`config.mk`:
```
export PLATFORM = sky130hd
export DESIGN_NAME = oss_top
export DESIGN_NICKNAME = d
export VERILOG_FILES = /design/src/design/oss_pkg.sv /design/src/design/oss_int_osc.sv /design/src/design/oss_top.sv
export SDC_FILE = /design/constraint.sdc
export NUM_CORES = 1
export LEC_CHECK = 0
export BUFFER_PORTS_ARGS = -buffer_cell sky130_fd_sc_hd__buf_2
export CAP_MARGIN = 20
export CORE_MARGIN = 8
export CORE_UTILIZATION = 45
export CTS_BUF_LIST = sky130_fd_sc_hd__clkbuf_8
export DETAILED_ROUTE_END_ITERATION = 10
export HOLD_SLACK_MARGIN = 0.06
export PLACE_DENSITY = 0.68
export SYNTH_ARGS = -nofsm -noshare
export SYNTH_HDL_FRONTEND = slang
export SYNTH_SLANG_ARGS = --single-unit
```
`constraint.sdc`:
```
create_clock -name aclk -period 6.4 [get_ports aclk]
set_input_delay 0.32 -clock aclk [delete_from_list [all_inputs] [get_ports aclk]]
set_output_delay 0.32 -clock aclk [all_outputs]
set_load 0.005 [all_outputs]
```
`src/design/oss_pkg.sv`:
```
// Functional notes
// - Block raises no interrupt requests at all
// - Keeps running and clocking in wait mode
// - Stop with stop_osc_disable runs only if keep bit set or in wait
// - Internal option with request bit clear frees input pin for I/O
// - Crystal option: output pin is inverted input
// - Internal/RC: output pin carries x4 when enabled
// - External clock option: output pin never clocks
// - Source select 00/01/10/11, reset internal
// - Internal freq 4.0/8.0/12.8 MHz, 11 reserved
// - Wait leaves logic unchanged, clocks continue
// - Crystal range selects amplifier, 11 reserved
// - Request bit enables input clock, reset clears
// - Monitor bypass mode ignores request bit
// - Engaged flag shows external clock in use
// - Trim step changes period about 0.2 percent
// - Trim applies to currently selected frequency
// - Two external rising edges, engage, stop internal
// - Clearing select and request returns to internal
// - x4 equals source, x2 is half of x4
// - External clock option forces output enable zero
package oss_pkg;
    localparam logic [3:0] ADDR_CTRL = 4'h0;
    localparam logic [3:0] ADDR_TRIM = 4'h4;
    // Control register field positions
    localparam int SRC_LSB = 6;
    localparam int FREQ_LSB = 4;
    localparam int RANGE_LSB = 2;
    localparam int REQ_BIT = 1;
    localparam int ENG_BIT = 0;
    // Extra control register: output pin enable and keep-in-stop
    localparam logic [3:0] ADDR_PINCFG = 4'h8;
    localparam int OUTEN_BIT = 0;
    localparam int STOPKEEP_BIT = 1;
    localparam logic [1:0] SRC_INT = 2'h0;
    localparam logic [1:0] SRC_EXT = 2'h1;
    localparam logic [1:0] SRC_RC = 2'h2;
    localparam logic [1:0] SRC_XTAL = 2'h3;
    localparam logic [1:0] FREQ_RSVD = 2'h3;
    localparam logic [1:0] RANGE_RSVD = 2'h3;
    localparam logic [7:0] TRIM_RESET = 8'h80;
    localparam logic [7:0] CTRL_RESET = 8'h00;
    localparam int EDGES_TO_ENGAGE = 2;
    localparam logic [1:0] RESP_OKAY = 2'h0;
    localparam logic [1:0] RESP_SLVERR = 2'h2;
    // Internal clock half-period in 200 MHz cycles, untrimmed
    localparam int HALF_4M0 = 25;
    localparam int HALF_8M0 = 12;
    localparam int HALF_12M8 = 8;
    // One trim step is about 0.2 percent, in 1/512 period units
    localparam int TRIM_SHIFT = 9;
endpackage

```
`src/design/oss_int_osc.sv`:
```
`timescale 1ns/100ps
// Model of the trimmed internal oscillator as a tick generator
module oss_int_osc (
    input wire logic aclk,
    input wire logic aresetn,
    input wire logic run,
    input wire logic [1:0] freq_sel,
    input wire logic [7:0] trim,
    output logic tick
);
    logic [15:0] cnt_q, cnt_d;
    logic [15:0] half_len;
    logic tick_d;

    // Period scales from the chosen frequency, trim offsets it
    function automatic logic [15:0] trimmed(input logic [1:0] f,
                                            input logic [7:0] t);
        logic [15:0] base;
        logic [25:0] prod;
        base = (f == 2'h1) ? 16'(oss_pkg::HALF_8M0) :
               (f == 2'h2) ? 16'(oss_pkg::HALF_12M8) :
               16'(oss_pkg::HALF_4M0);
        // Monotonic trim: 8'h80 gives base, each step about 1/512 more
        prod = 26'(base) * 26'(t);
        trimmed = 16'(base - (base >> 2) + 16'(prod >> oss_pkg::TRIM_SHIFT));
    endfunction

    assign half_len = trimmed(freq_sel, trim);

    // Count half-periods while running
    always_comb begin
        cnt_d = cnt_q;
        tick_d = 1'b0;
        if (run) begin
            if (cnt_q + 16'h0001 >= half_len) begin
                cnt_d = 16'h0000;
                tick_d = 1'b1;
            end else begin
                cnt_d = cnt_q + 16'h0001;
            end
        end
    end

    always_ff @(posedge aclk) begin
        if (!aresetn) begin
            cnt_q <= 16'h0000;
            tick <= 1'b0;
        end else begin
            cnt_q <= cnt_d;
            tick <= tick_d;
        end
    end
endmodule

```
`src/design/oss_top.sv`:
```
`timescale 1ns/100ps
// Clock source select, trim and pin control, AXI4-Lite registers
module oss_top (
    input wire logic aclk,
    input wire logic aresetn,
    input wire logic [3:0] s_axi_awaddr,
    input wire logic s_axi_awvalid,
    output logic s_axi_awready,
    input wire logic [31:0] s_axi_wdata,
    input wire logic [3:0] s_axi_wstrb,
    input wire logic s_axi_wvalid,
    output logic s_axi_wready,
    output logic [1:0] s_axi_bresp,
    output logic s_axi_bvalid,
    input wire logic s_axi_bready,
    input wire logic [3:0] s_axi_araddr,
    input wire logic s_axi_arvalid,
    output logic s_axi_arready,
    output logic [31:0] s_axi_rdata,
    output logic [1:0] s_axi_rresp,
    output logic s_axi_rvalid,
    input wire logic s_axi_rready,
    input wire logic stop_mode,
    input wire logic stop_osc_disable,
    input wire logic wait_mode,
    input wire logic monitor_bypass,
    input wire logic clock_input_pin,
    output logic clock_output_pin_o,
    output logic clock_output_pin_oe,
    output logic clock_input_pin_is_clock,
    output logic bus_clock_times4,
    output logic bus_clock_times2,
    output logic int_osc_running
);
    typedef enum logic [2:0] {
        OSS_INT = 3'b001,
        OSS_WAIT = 3'b010,
        OSS_EXT = 3'b100
    } oss_state_e;

    oss_state_e st_q, st_d;
    logic [1:0] src_q, src_d, freq_q, freq_d, range_q, range_d;
    logic req_q, req_d, outen_q, outen_d, keep_q, keep_d;
    logic [7:0] trim_q, trim_d;
    logic [1:0] edges_q, edges_d;
    logic engaged;
    logic in_s1_q, in_s2_q, in_s3_q;
    logic ext_rise;
    logic osc_halt, int_tick;
    logic x4_q, x4_d, x2_q, x2_d;
    logic out_o_d, out_oe_d;
    logic aw_q, aw_d, w_q, w_d, bv_q, bv_d, rv_q, rv_d;
    logic [3:0] awa_q, awa_d;
    logic [31:0] wd_q, wd_d, rd_q, rd_d;
    logic [1:0] br_q, br_d, rr_q, rr_d;
    logic do_wr;
    logic [7:0] ctrl_rd;

    function automatic logic mapped(input logic [3:0] a);
        mapped = (a == oss_pkg::ADDR_CTRL) || (a == oss_pkg::ADDR_TRIM) ||
                 (a == oss_pkg::ADDR_PINCFG);
    endfunction

    // Interrupts: block has no request output at all
    assign engaged = (st_q == OSS_EXT);
    // Wait mode never halts the oscillator: clocks keep running
    // Stop with stop_osc_disable shuts the oscillator unless keep bit set or in wait
    assign osc_halt = stop_mode && stop_osc_disable && !keep_q
                      && !wait_mode;
    assign ext_rise = in_s2_q && !in_s3_q; // Reads synced copies only

    oss_int_osc u_osc (
        .aclk(aclk),
        .aresetn(aresetn),
        .run(!osc_halt && (st_q != OSS_EXT)),
        .freq_sel(freq_q),
        .trim(trim_q),
        .tick(int_tick)
    );

    // Pin synchroniser
    always_ff @(posedge aclk) begin
        if (!aresetn) begin
            in_s1_q <= 1'b0;
            in_s2_q <= 1'b0;
            in_s3_q <= 1'b0;
        end else begin
            in_s1_q <= clock_input_pin;
            in_s2_q <= in_s1_q;
            in_s3_q <= in_s2_q;
        end
    end

    // Switch-over sequencer
    always_comb begin
        st_d = st_q;
        edges_d = edges_q;
        unique case (st_q)
            OSS_INT: begin
                edges_d = 2'h0;
                if (req_q && !monitor_bypass) begin
                    st_d = OSS_WAIT;
                end
            end
            OSS_WAIT: begin
                if (!req_q || monitor_bypass) begin
                    st_d = OSS_INT;
                end else if (ext_rise) begin
                    edges_d = edges_q + 2'h1;
                    if (edges_q == 2'(oss_pkg::EDGES_TO_ENGAGE - 1)) begin
                        st_d = OSS_EXT;
                    end
                end
            end
            OSS_EXT: begin
                if (!req_q && src_q == oss_pkg::SRC_INT) begin
                    st_d = OSS_INT;
                end
            end
        endcase
    end

    // Bus clocks: x4 toggles on each source half-period, x2 halves it
    always_comb begin
        // Engaged: x4 follows the synced pin, no divider in the path
        x4_d = x4_q;
        x2_d = x2_q;
        if (engaged) begin
            x4_d = in_s2_q;
        end else if (int_tick) begin
            x4_d = !x4_q;
        end
        if (x4_d && !x4_q) begin
            x2_d = !x2_q;
        end
        if (osc_halt) begin
            x4_d = x4_q;
            x2_d = x2_q;
        end
    end

    // Pin functions per source option
    always_comb begin
        out_o_d = 1'b0;
        out_oe_d = 1'b0;
        unique case (src_q)
            oss_pkg::SRC_XTAL: begin
                out_o_d = !in_s2_q;
                out_oe_d = 1'b1;
            end
            oss_pkg::SRC_EXT: begin
                out_oe_d = 1'b0;
            end
            default: begin
                out_o_d = x4_d;
                out_oe_d = outen_q;
            end
        endcase
    end

    // Register update and AXI write path
    assign do_wr = aw_q && w_q && !bv_q;
    always_comb begin
        src_d = src_q;
        freq_d = freq_q;
        range_d = range_q;
        req_d = req_q;
        trim_d = trim_q;
        outen_d = outen_q;
        keep_d = keep_q;
        aw_d = aw_q;
        w_d = w_q;
        awa_d = awa_q;
        wd_d = wd_q;
        bv_d = bv_q;
        br_d = br_q;
        // A new request waits until the pending answer is taken
        if (s_axi_awvalid && !aw_q && !bv_q) begin
            aw_d = 1'b1;
            awa_d = s_axi_awaddr;
        end
        if (s_axi_wvalid && !w_q && !bv_q) begin
            w_d = 1'b1;
            wd_d = s_axi_wdata;
        end
        if (do_wr) begin
            aw_d = 1'b0;
            w_d = 1'b0;
            bv_d = 1'b1;
            br_d = mapped(awa_q) ? oss_pkg::RESP_OKAY : oss_pkg::RESP_SLVERR;
            if (awa_q == oss_pkg::ADDR_CTRL) begin
                src_d = wd_q[oss_pkg::SRC_LSB +: 2];
                if (wd_q[oss_pkg::FREQ_LSB +: 2] != oss_pkg::FREQ_RSVD) begin
                    freq_d = wd_q[oss_pkg::FREQ_LSB +: 2];
                end
                if (wd_q[oss_pkg::RANGE_LSB +: 2] != oss_pkg::RANGE_RSVD) begin
                    range_d = wd_q[oss_pkg::RANGE_LSB +: 2];
                end
                req_d = wd_q[oss_pkg::REQ_BIT];
            end
            if (awa_q == oss_pkg::ADDR_TRIM) begin
                trim_d = wd_q[7:0];
            end
            if (awa_q == oss_pkg::ADDR_PINCFG) begin
                outen_d = wd_q[oss_pkg::OUTEN_BIT];
                keep_d = wd_q[oss_pkg::STOPKEEP_BIT];
            end
        end
        if (src_d == oss_pkg::SRC_EXT) begin
            outen_d = 1'b0;
        end
        if (bv_q && s_axi_bready) begin
            bv_d = 1'b0;
        end
    end

    // AXI read path
    assign ctrl_rd = {src_q, freq_q, range_q, req_q, engaged};
    always_comb begin
        rv_d = rv_q;
        rd_d = rd_q;
        rr_d = rr_q;
        if (rv_q && s_axi_rready) begin
            rv_d = 1'b0;
        end
        if (s_axi_arvalid && !rv_q) begin
            rv_d = 1'b1;
            rr_d = oss_pkg::RESP_OKAY;
            rd_d = 32'h0000_0000;
            unique case (s_axi_araddr)
                oss_pkg::ADDR_CTRL: rd_d = {24'h00_0000, ctrl_rd};
                oss_pkg::ADDR_TRIM: rd_d = {24'h00_0000, trim_q};
                oss_pkg::ADDR_PINCFG: rd_d = {30'h0000_0000, keep_q, outen_q};
                default: rr_d = oss_pkg::RESP_SLVERR;
            endcase
        end
    end

    always_ff @(posedge aclk) begin
        if (!aresetn) begin
            st_q <= OSS_INT;
            edges_q <= 2'h0;
            src_q <= oss_pkg::SRC_INT;
            freq_q <= 2'h0;
            range_q <= 2'h0;
            req_q <= 1'b0;
            trim_q <= oss_pkg::TRIM_RESET;
            outen_q <= 1'b0;
            keep_q <= 1'b0;
            x4_q <= 1'b0;
            x2_q <= 1'b0;
            aw_q <= 1'b0;
            w_q <= 1'b0;
            awa_q <= 4'h0;
            wd_q <= 32'h0000_0000;
            bv_q <= 1'b0;
            br_q <= 2'h0;
            rv_q <= 1'b0;
            rd_q <= 32'h0000_0000;
            rr_q <= 2'h0;
            clock_output_pin_o <= 1'b0;
            clock_output_pin_oe <= 1'b0;
            clock_input_pin_is_clock <= 1'b0;
            int_osc_running <= 1'b0;
        end else begin
            st_q <= st_d;
            edges_q <= edges_d;
            src_q <= src_d;
            freq_q <= freq_d;
            range_q <= range_d;
            req_q <= req_d;
            trim_q <= trim_d;
            outen_q <= outen_d;
            keep_q <= keep_d;
            x4_q <= x4_d;
            x2_q <= x2_d;
            aw_q <= aw_d;
            w_q <= w_d;
            awa_q <= awa_d;
            wd_q <= wd_d;
            bv_q <= bv_d;
            br_q <= br_d;
            rv_q <= rv_d;
            rd_q <= rd_d;
            rr_q <= rr_d;
            clock_output_pin_o <= out_o_d;
            clock_output_pin_oe <= out_oe_d;
            // Input pin released to I/O under internal option with request bit clear
            clock_input_pin_is_clock <= (src_q != oss_pkg::SRC_INT) || req_q;
            int_osc_running <= !osc_halt && (st_q != OSS_EXT);
        end
    end

    // Readies stay low while a write answer stands: one write at a time
    assign s_axi_awready = !aw_q && !bv_q;
    assign s_axi_wready = !w_q && !bv_q;
    assign s_axi_bvalid = bv_q;
    assign s_axi_bresp = br_q;
    assign s_axi_arready = !rv_q;
    assign s_axi_rvalid = rv_q;
    assign s_axi_rdata = rd_q;
    assign s_axi_rresp = rr_q;
    assign bus_clock_times4 = x4_q;
    assign bus_clock_times2 = x2_q;
endmodule
```
## After elaboration in Yosys (flattened, before gate mapping)

Cells that the tools add are included.

| cells by class | value |
|---|---|
| equality and inequality tests | 22 |
| reductions and logical operators | 55 |
| bitwise operators | 2 |
| multipliers | 1 |
| add/sub/neg operators | 4 |
| magnitude comparators | 1 |
| muxes and demuxes | 25 |

Operators with widths:

| kind | count |
|---|---|
| 2-to-1 mux 16 bit | 2 |
| multiplier 16 x 8 -> 24 bit | 1 |
| case mux 8 bit (3 select lines) | 1 |
| logical AND 1 bit | 19 |
| adder 16 x 1 -> 16 bit, second input constant | 1 |
| adder 16 x 15 -> 16 bit | 1 |
| >= comparator 16 bit | 1 |
| subtractor 16 x 14 -> 16 bit | 1 |
| 2-to-1 mux 3 bit | 5 |
| logical NOT 1 bit | 13 |
| 2-to-1 mux 2 bit | 6 |
| != test 2 bit, second input constant | 5 |
| AND reduction 2 bit | 5 |
| != test 3 bit, second input constant | 3 |
| case mux 3 bit (3 select lines) | 1 |
| AND reduction 3 bit | 3 |
| == test 2 x 1 -> 1 bit, second input constant | 4 |
| == test 4 x 3 -> 1 bit, second input constant | 2 |
| == test 4 bit, second input constant | 2 |
| logical NOT 4 bit | 2 |
| 2-to-1 mux 1 bit | 6 |
| nonzero test 2 bit | 3 |
| OR reduction 2 bit | 3 |
| 2-to-1 mux 5 bit | 1 |
| other kinds (13) | 19 |

| word-level totals | value |
|---|---|
| word-level logic and storage cells | 139 |
| register bits after elaboration | 100 |
| output and inout bits | 47 |
| input port bits | 56 |

## Longest topological paths before layout

| depth | value |
|---|---|
| depth after elaboration | 7 |
| gate-level depth with buffers | 30 |
| gate-level depth less buffers | 29 |

## By module

A second synthesis with hierarchy kept.

| unflattened totals | value |
|---|---|
| cells, all modules | 505 |
| area total of the unflattened synthesis | 4,616.9 um^2 |

Modules (own cells, without submodules):

| module | instances | area an instance (um^2) | cells each |
|---|---|---|---|
| oss_top | 1 | 2,572.5 | 273 |
| oss_int_osc | 1 | 2,044.5 | 232 |

## Worst setup path before layout

OpenSTA, ideal clock, no wires.

| timing path | value |
|---|---|
| path type | reg-to-reg |
| start point | register freq_q[0] |
| end point | register u_osc.cnt_q[15] |
| library setup time | 0.070 ns |
| path slack | 0.232 ns |
| arrival | 6.098 ns |
| cell stages (with the launch flop) | 28 |
| clock period less this slack | 6.168 ns |
| data required time | 6.330 ns |
| cells stage by stage | dfxtp_1 inv_1 ha_1 and2_1 fa_1 ha_1 inv_1 fa_1 fa_1 inv_1 ha_1 a21oi_1 a2bb2oi_1 o311ai_1 xnor2_1 fa_1 inv_1 ha_1 a21o_1 a21oi_1 ha_1 ha_1 nand2_1 o21ai_0 a22oi_1 clkbuf_1 o2111ai_1 a21oi_1 |

| on the way | value |
|---|---|
| word-level cells in the longest chain between the ends | 7 |
| elaborated cells between the ends (all ways) | 9 |
| classes of those cells | 2 x add/sub; 1 x mul; 1 x order compare; 2 x eq/ne; 3 x mux |

RTL lines:

| element | line | text |
|---|---|---|
| from (decl) | oss_top.sv:42 | `logic [1:0] src_q, src_d, freq_q, freq_d, range_q, range_d;` |
| from (signal assigned) | oss_top.sv:269 | `freq_q <= freq_d;` |
| == test 2 bit | oss_int_osc.sv:21 | `(f == 2'h2) ? 16'(oss_pkg::HALF_12M8) :` |
| 2-to-1 mux 5 bit | oss_int_osc.sv:21 |  |
| 2-to-1 mux 16 bit * | oss_int_osc.sv:20 | `base = (f == 2'h1) ? 16'(oss_pkg::HALF_8M0) :` |
| multiplier 16 x 8 -> 24 bit or subtractor 16 x 14 -> 16 bit (tied branches) | oss_int_osc.sv:24, oss_int_osc.sv:25 |  |
| adder 16 x 15 -> 16 bit * | oss_int_osc.sv:25 | `trimmed = 16'(base - (base >> 2) + 16'(prod >> oss_pkg::TRIM_SHIFT));` |
| >= comparator 16 bit * | oss_int_osc.sv:35 | `if (cnt_q + 16'h0001 >= half_len) begin` |
| 2-to-1 mux 16 bit * | oss_int_osc.sv:35 |  |
| to (signal assigned) | oss_int_osc.sv:49 | `cnt_q <= cnt_d;` |
| to (decl) | oss_int_osc.sv:11 | `logic [15:0] cnt_q, cnt_d;` |

Mark *: on every way between the ends. The rest lies on a longest branch, timed or not.
A chain may end at the register's enable or synchronous reset.

## Worst setup path in the final report

| timing path | value |
|---|---|
| start point | register freq_q[0] |
| end point | register u_osc.cnt_q[12] |

Same word-level chain as after synthesis.

==> metrics.md <==
| Metric | Value |
|---|---|
| Hold path start | `s_axi_rready` |
| All-Layer GR Usage | `14.84%` |
| TritonCTS Buffers | `9` |
| IR drop worst, VDD | `122.8 uV` |
| Most common cell on crit path | `inv_1` |
| Leakage | `2.813 nW` |
| Final setup violating endpoints | `0` |
| Crit path largest cell delay | `540 ps` |
| CTS tree | `built` |
| DRT iter0 DRCs | `178` |
| Post-Place Cells | `811` |
| Clock tree buffer depth | `2` |
| Clk Tree Root Cell | `clkbuf_8` |
| F_max | `164.3 MHz` |
| Wire length per cell | `14.37 um` |
| Count of cell types in the netlist | `58` |
| Die H | `124.9 um` |
| RSZ-0062 raised after global routing | `false` |
| Syn Area/Cell | `8.440 um2` |
| Area of the mapped netlist | `5334 um2` |
| Worst reg2reg path depth | `29` |
| Sink Count | `74` |
| Slowest stage cell, crit path | `fa_1` |
| Worst-path fanout max | `5` |
| Die width | `124.9 um` |
| GP Congestion | `0.8283` |
| Total grt overflow | `0` |
| Max transition margin | `28.83%` |
| Global-route wire length before repair | `19.76 mm` |
| Crit path launch type | `flip-flop` |
| Worst-Margin Slew | `1041 ps` |
| Routed vias/inst | `5.438` |
| Main synth FF type | `dfxtp_1` |
| WHS Endpoint | `s_axi_rvalid` |
| CP required | `6650 ps` |
| Sequential element share of the synthesized area | `27.77%` |
| # diodes | `0` |
| Synthesis-to-layout area growth | `14.83%` |
| Critical path launch point | `freq_q[0]` |
| # Max-Cap Violations | `0` |
| Clock latency on the worst-skew pair | `360 ps` |
| Total number of vias | `4530` |
| Fin cells | `833` |
| Core footprint | `11520 um2` |
| Fraction of layout cells with a size suffix above 1 | `18.12%` |
| Final Skew | `9.805 ps` |
| Initial core utilization | `46.32%` |
| Seq cells post-synth | `74` |
| Minimum clock period | `6088 ps` |
| Fin crit share | `95.12%` |
| FF-to-FF End | `u_osc.cnt_q[12]` |
| Tot Pwr | `1.040 mW` |
| PD cells | `169.7 nW/um2` |
| R2R setup slack | `310 ps` |
| Routed Antenna Nets | `0` |
| Clk slew on worst S/H paths | `80 ps` |
| EDFF count, synth | `0` |
| Slew Viols, Final | `0` |
| R2r startpoint | `freq_q[0]` |
| Initial antenna violation count | `0` |
| Outcome | `completed` |
| Final wirelength | `11.97 mm` |
| H-tree depth | `3` |
| Final nets | `816` |
| Port Buffers | `48` |
| Drt first pass iters | `4` |
| Mapped Cells | `632` |
| Crit path DAT | `6330 ps` |
| Number of primary I/O pins | `103` |
| Yosys warns | `0` |
| CP Capture Type | `flip-flop` |
| Worst Hold Class | `primary input to flip-flop` |
| Setup CP Type | `flip-flop to flip-flop` |
| Hold path cells | `2` |
| Die area | `15590 um2` |
| Final Hold Viols | `0` |
| DRC | `0` |
| Ys async rst share | `0%` |
| Core Rows | `39` |
| Largest net degree at the start of global routing | `69` |
| Final HPWL DP | `8.882 mm` |
| Vias in the first global route | `4368` |
placed cells by master (no fill, tap or decap), types with 10 or more instances in the layout:
master / count
clkbuf_8: 10
nor3_1: 10
nand3_1: 11
nor2b_1: 12
conb_1: 26
inv_1: 48
ha_1: 53
mux2i_1: 27
buf_2: 48
dfxtp_1: 72
xnor2_1: 13
a21oi_1: 44
and2_1: 16
nand4_1: 14
buf_4: 18
nand2_1: 62
nor2_1: 51
o21ai_0: 11
fa_1: 11
cells by family after synthesis:
| family | after synthesis | share of synthesized area, % |
|---|---|---|
| AO/OA/AOI/OAI | 108 | 13.21 |
| XOR/XNOR | 21 | 3.448 |
| adder cells (fa/ha/maj) | 75 | 19.28 |
| buffers and inverters | 104 | 9.758 |
| flip-flops | 74 | 27.77 |
| multiplexers | 27 | 5.067 |
| other | 1 | 0.07031 |
| AND/OR/NAND/NOR | 222 | 21.39 |
metal layers:
| layer | vias up | share of wire, % | track usage (%) |
|---|---|---|---|
| met2 | 111 | 49 | 25.64 |
| met5 | - | 0 | 0 |
| met3 | 21 | 4.4 | 4.238 |
| met1 | 2141 | 45 | 17.41 |
| li1 | 2257 | - | - |
| met4 | 0 | 1.7 | 4.370 |
through the flow:
stage / hold WS, ps / setup TNS, ps / setup slack, ps / cell area (um2) / utilization, %
final: 137.6 / 0 / 312.4 / 6125 / 53.18
after global routing: 128.8 / 0 / 18.59 / 6125 / 53.18
after CTS: 128.8 / 0 / 18.19 / 5877 / 51.03
after detailed placement: 426.1 / -1311 / -139.4 / 5662 / 49.16
after global placement: 420.0 / -91.03 / -17.53 / 5662 / 49.16
after floorplan: 381.9 / 0 / 231.9 / 5428 / -
cell usage after synthesis, types with 7 or more instances:
master	number	area share, %
a21oi_1	46	4.3
a2bb2oi_1	7	1.1
a31oi_1	7	0.82
and2_1	19	2.2
buf_2	8	0.75
buf_4	29	4.1
clkbuf_1	14	0.99
dfxtp_1	74	28
fa_1	12	4.5
ha_1	63	15
inv_1	49	3.4
mux2i_1	27	5.1
nand2_1	62	4.4
nand3_1	11	1.0
nand4_1	14	1.6
nor2_1	51	3.6
nor2b_1	12	1.4
nor3_1	11	1.0
nor4_1	8	0.94
o2111ai_1	7	1.1
o21ai_0	12	1.1
xnor2_1	13	2.1
xor2_1	8	1.3
final cells by class:
cell class	instances	area, um2
flip-flops and latches	74	1486
inverters	50	187.7
well taps	143	178.9
multi-input cells	479	3613
repair buffers	71	454.2
fillers	1041	5391
clock buffers	10	137.6
clock inverters	6	66.31
flip-flops by register name, summed over array words and instances (netlist names), 3 cells and up:
register / count
wd_q: 8
u_osc.cnt_q: 16
awa_q: 4
st_q: 3
trim_q: 8
s_axi_rdata: 8
worst max path at each step:
stage	end	slack [ps]
3_3_place_gp	u_osc.tick	-20
3_5_place_dp	u_osc.tick	-140
2_1_floorplan	u_osc.cnt_q[15]	230
4_1_cts	u_osc.tick	20
5_1_grt	u_osc.cnt_q[13]	20
6_report	u_osc.cnt_q[12]	310
where the power goes:
group / internal (mW) / switching (mW) / total, mW
clock: 0.191 / 0.182 / 0.373
combinational: 0.0788 / 0.0974 / 0.176
sequential: 0.475 / 0.0153 / 0.491
total: 0.745 / 0.294 / 1.04
what timing repair did:
| action | 4_1_cts | 5_1_grt |
|---|---|---|
| setup buffers | 0 | 3 |
| gates cloned | 0 | 2 |
| endpoints found under the setup margin | 17 | 17 |
| hold buffers | 0 | 0 |
| pin swaps | 1 | 22 |
| gates resized for setup | 2 | 34 |
critical path, delay by kind of cell, from the launching register on:
kind | cells | cell delay [ps]
AOI/OAI and AO/OA | 6 | 1090
xor gates and xnor gates | 1 | 150
DFF | 1 | 330
and+or+nand+nor | 4 | 630
adders and majority gates | 10 | 3050
buffers and inverters | 8 | 740
Power figures use the tool's default switching activity.
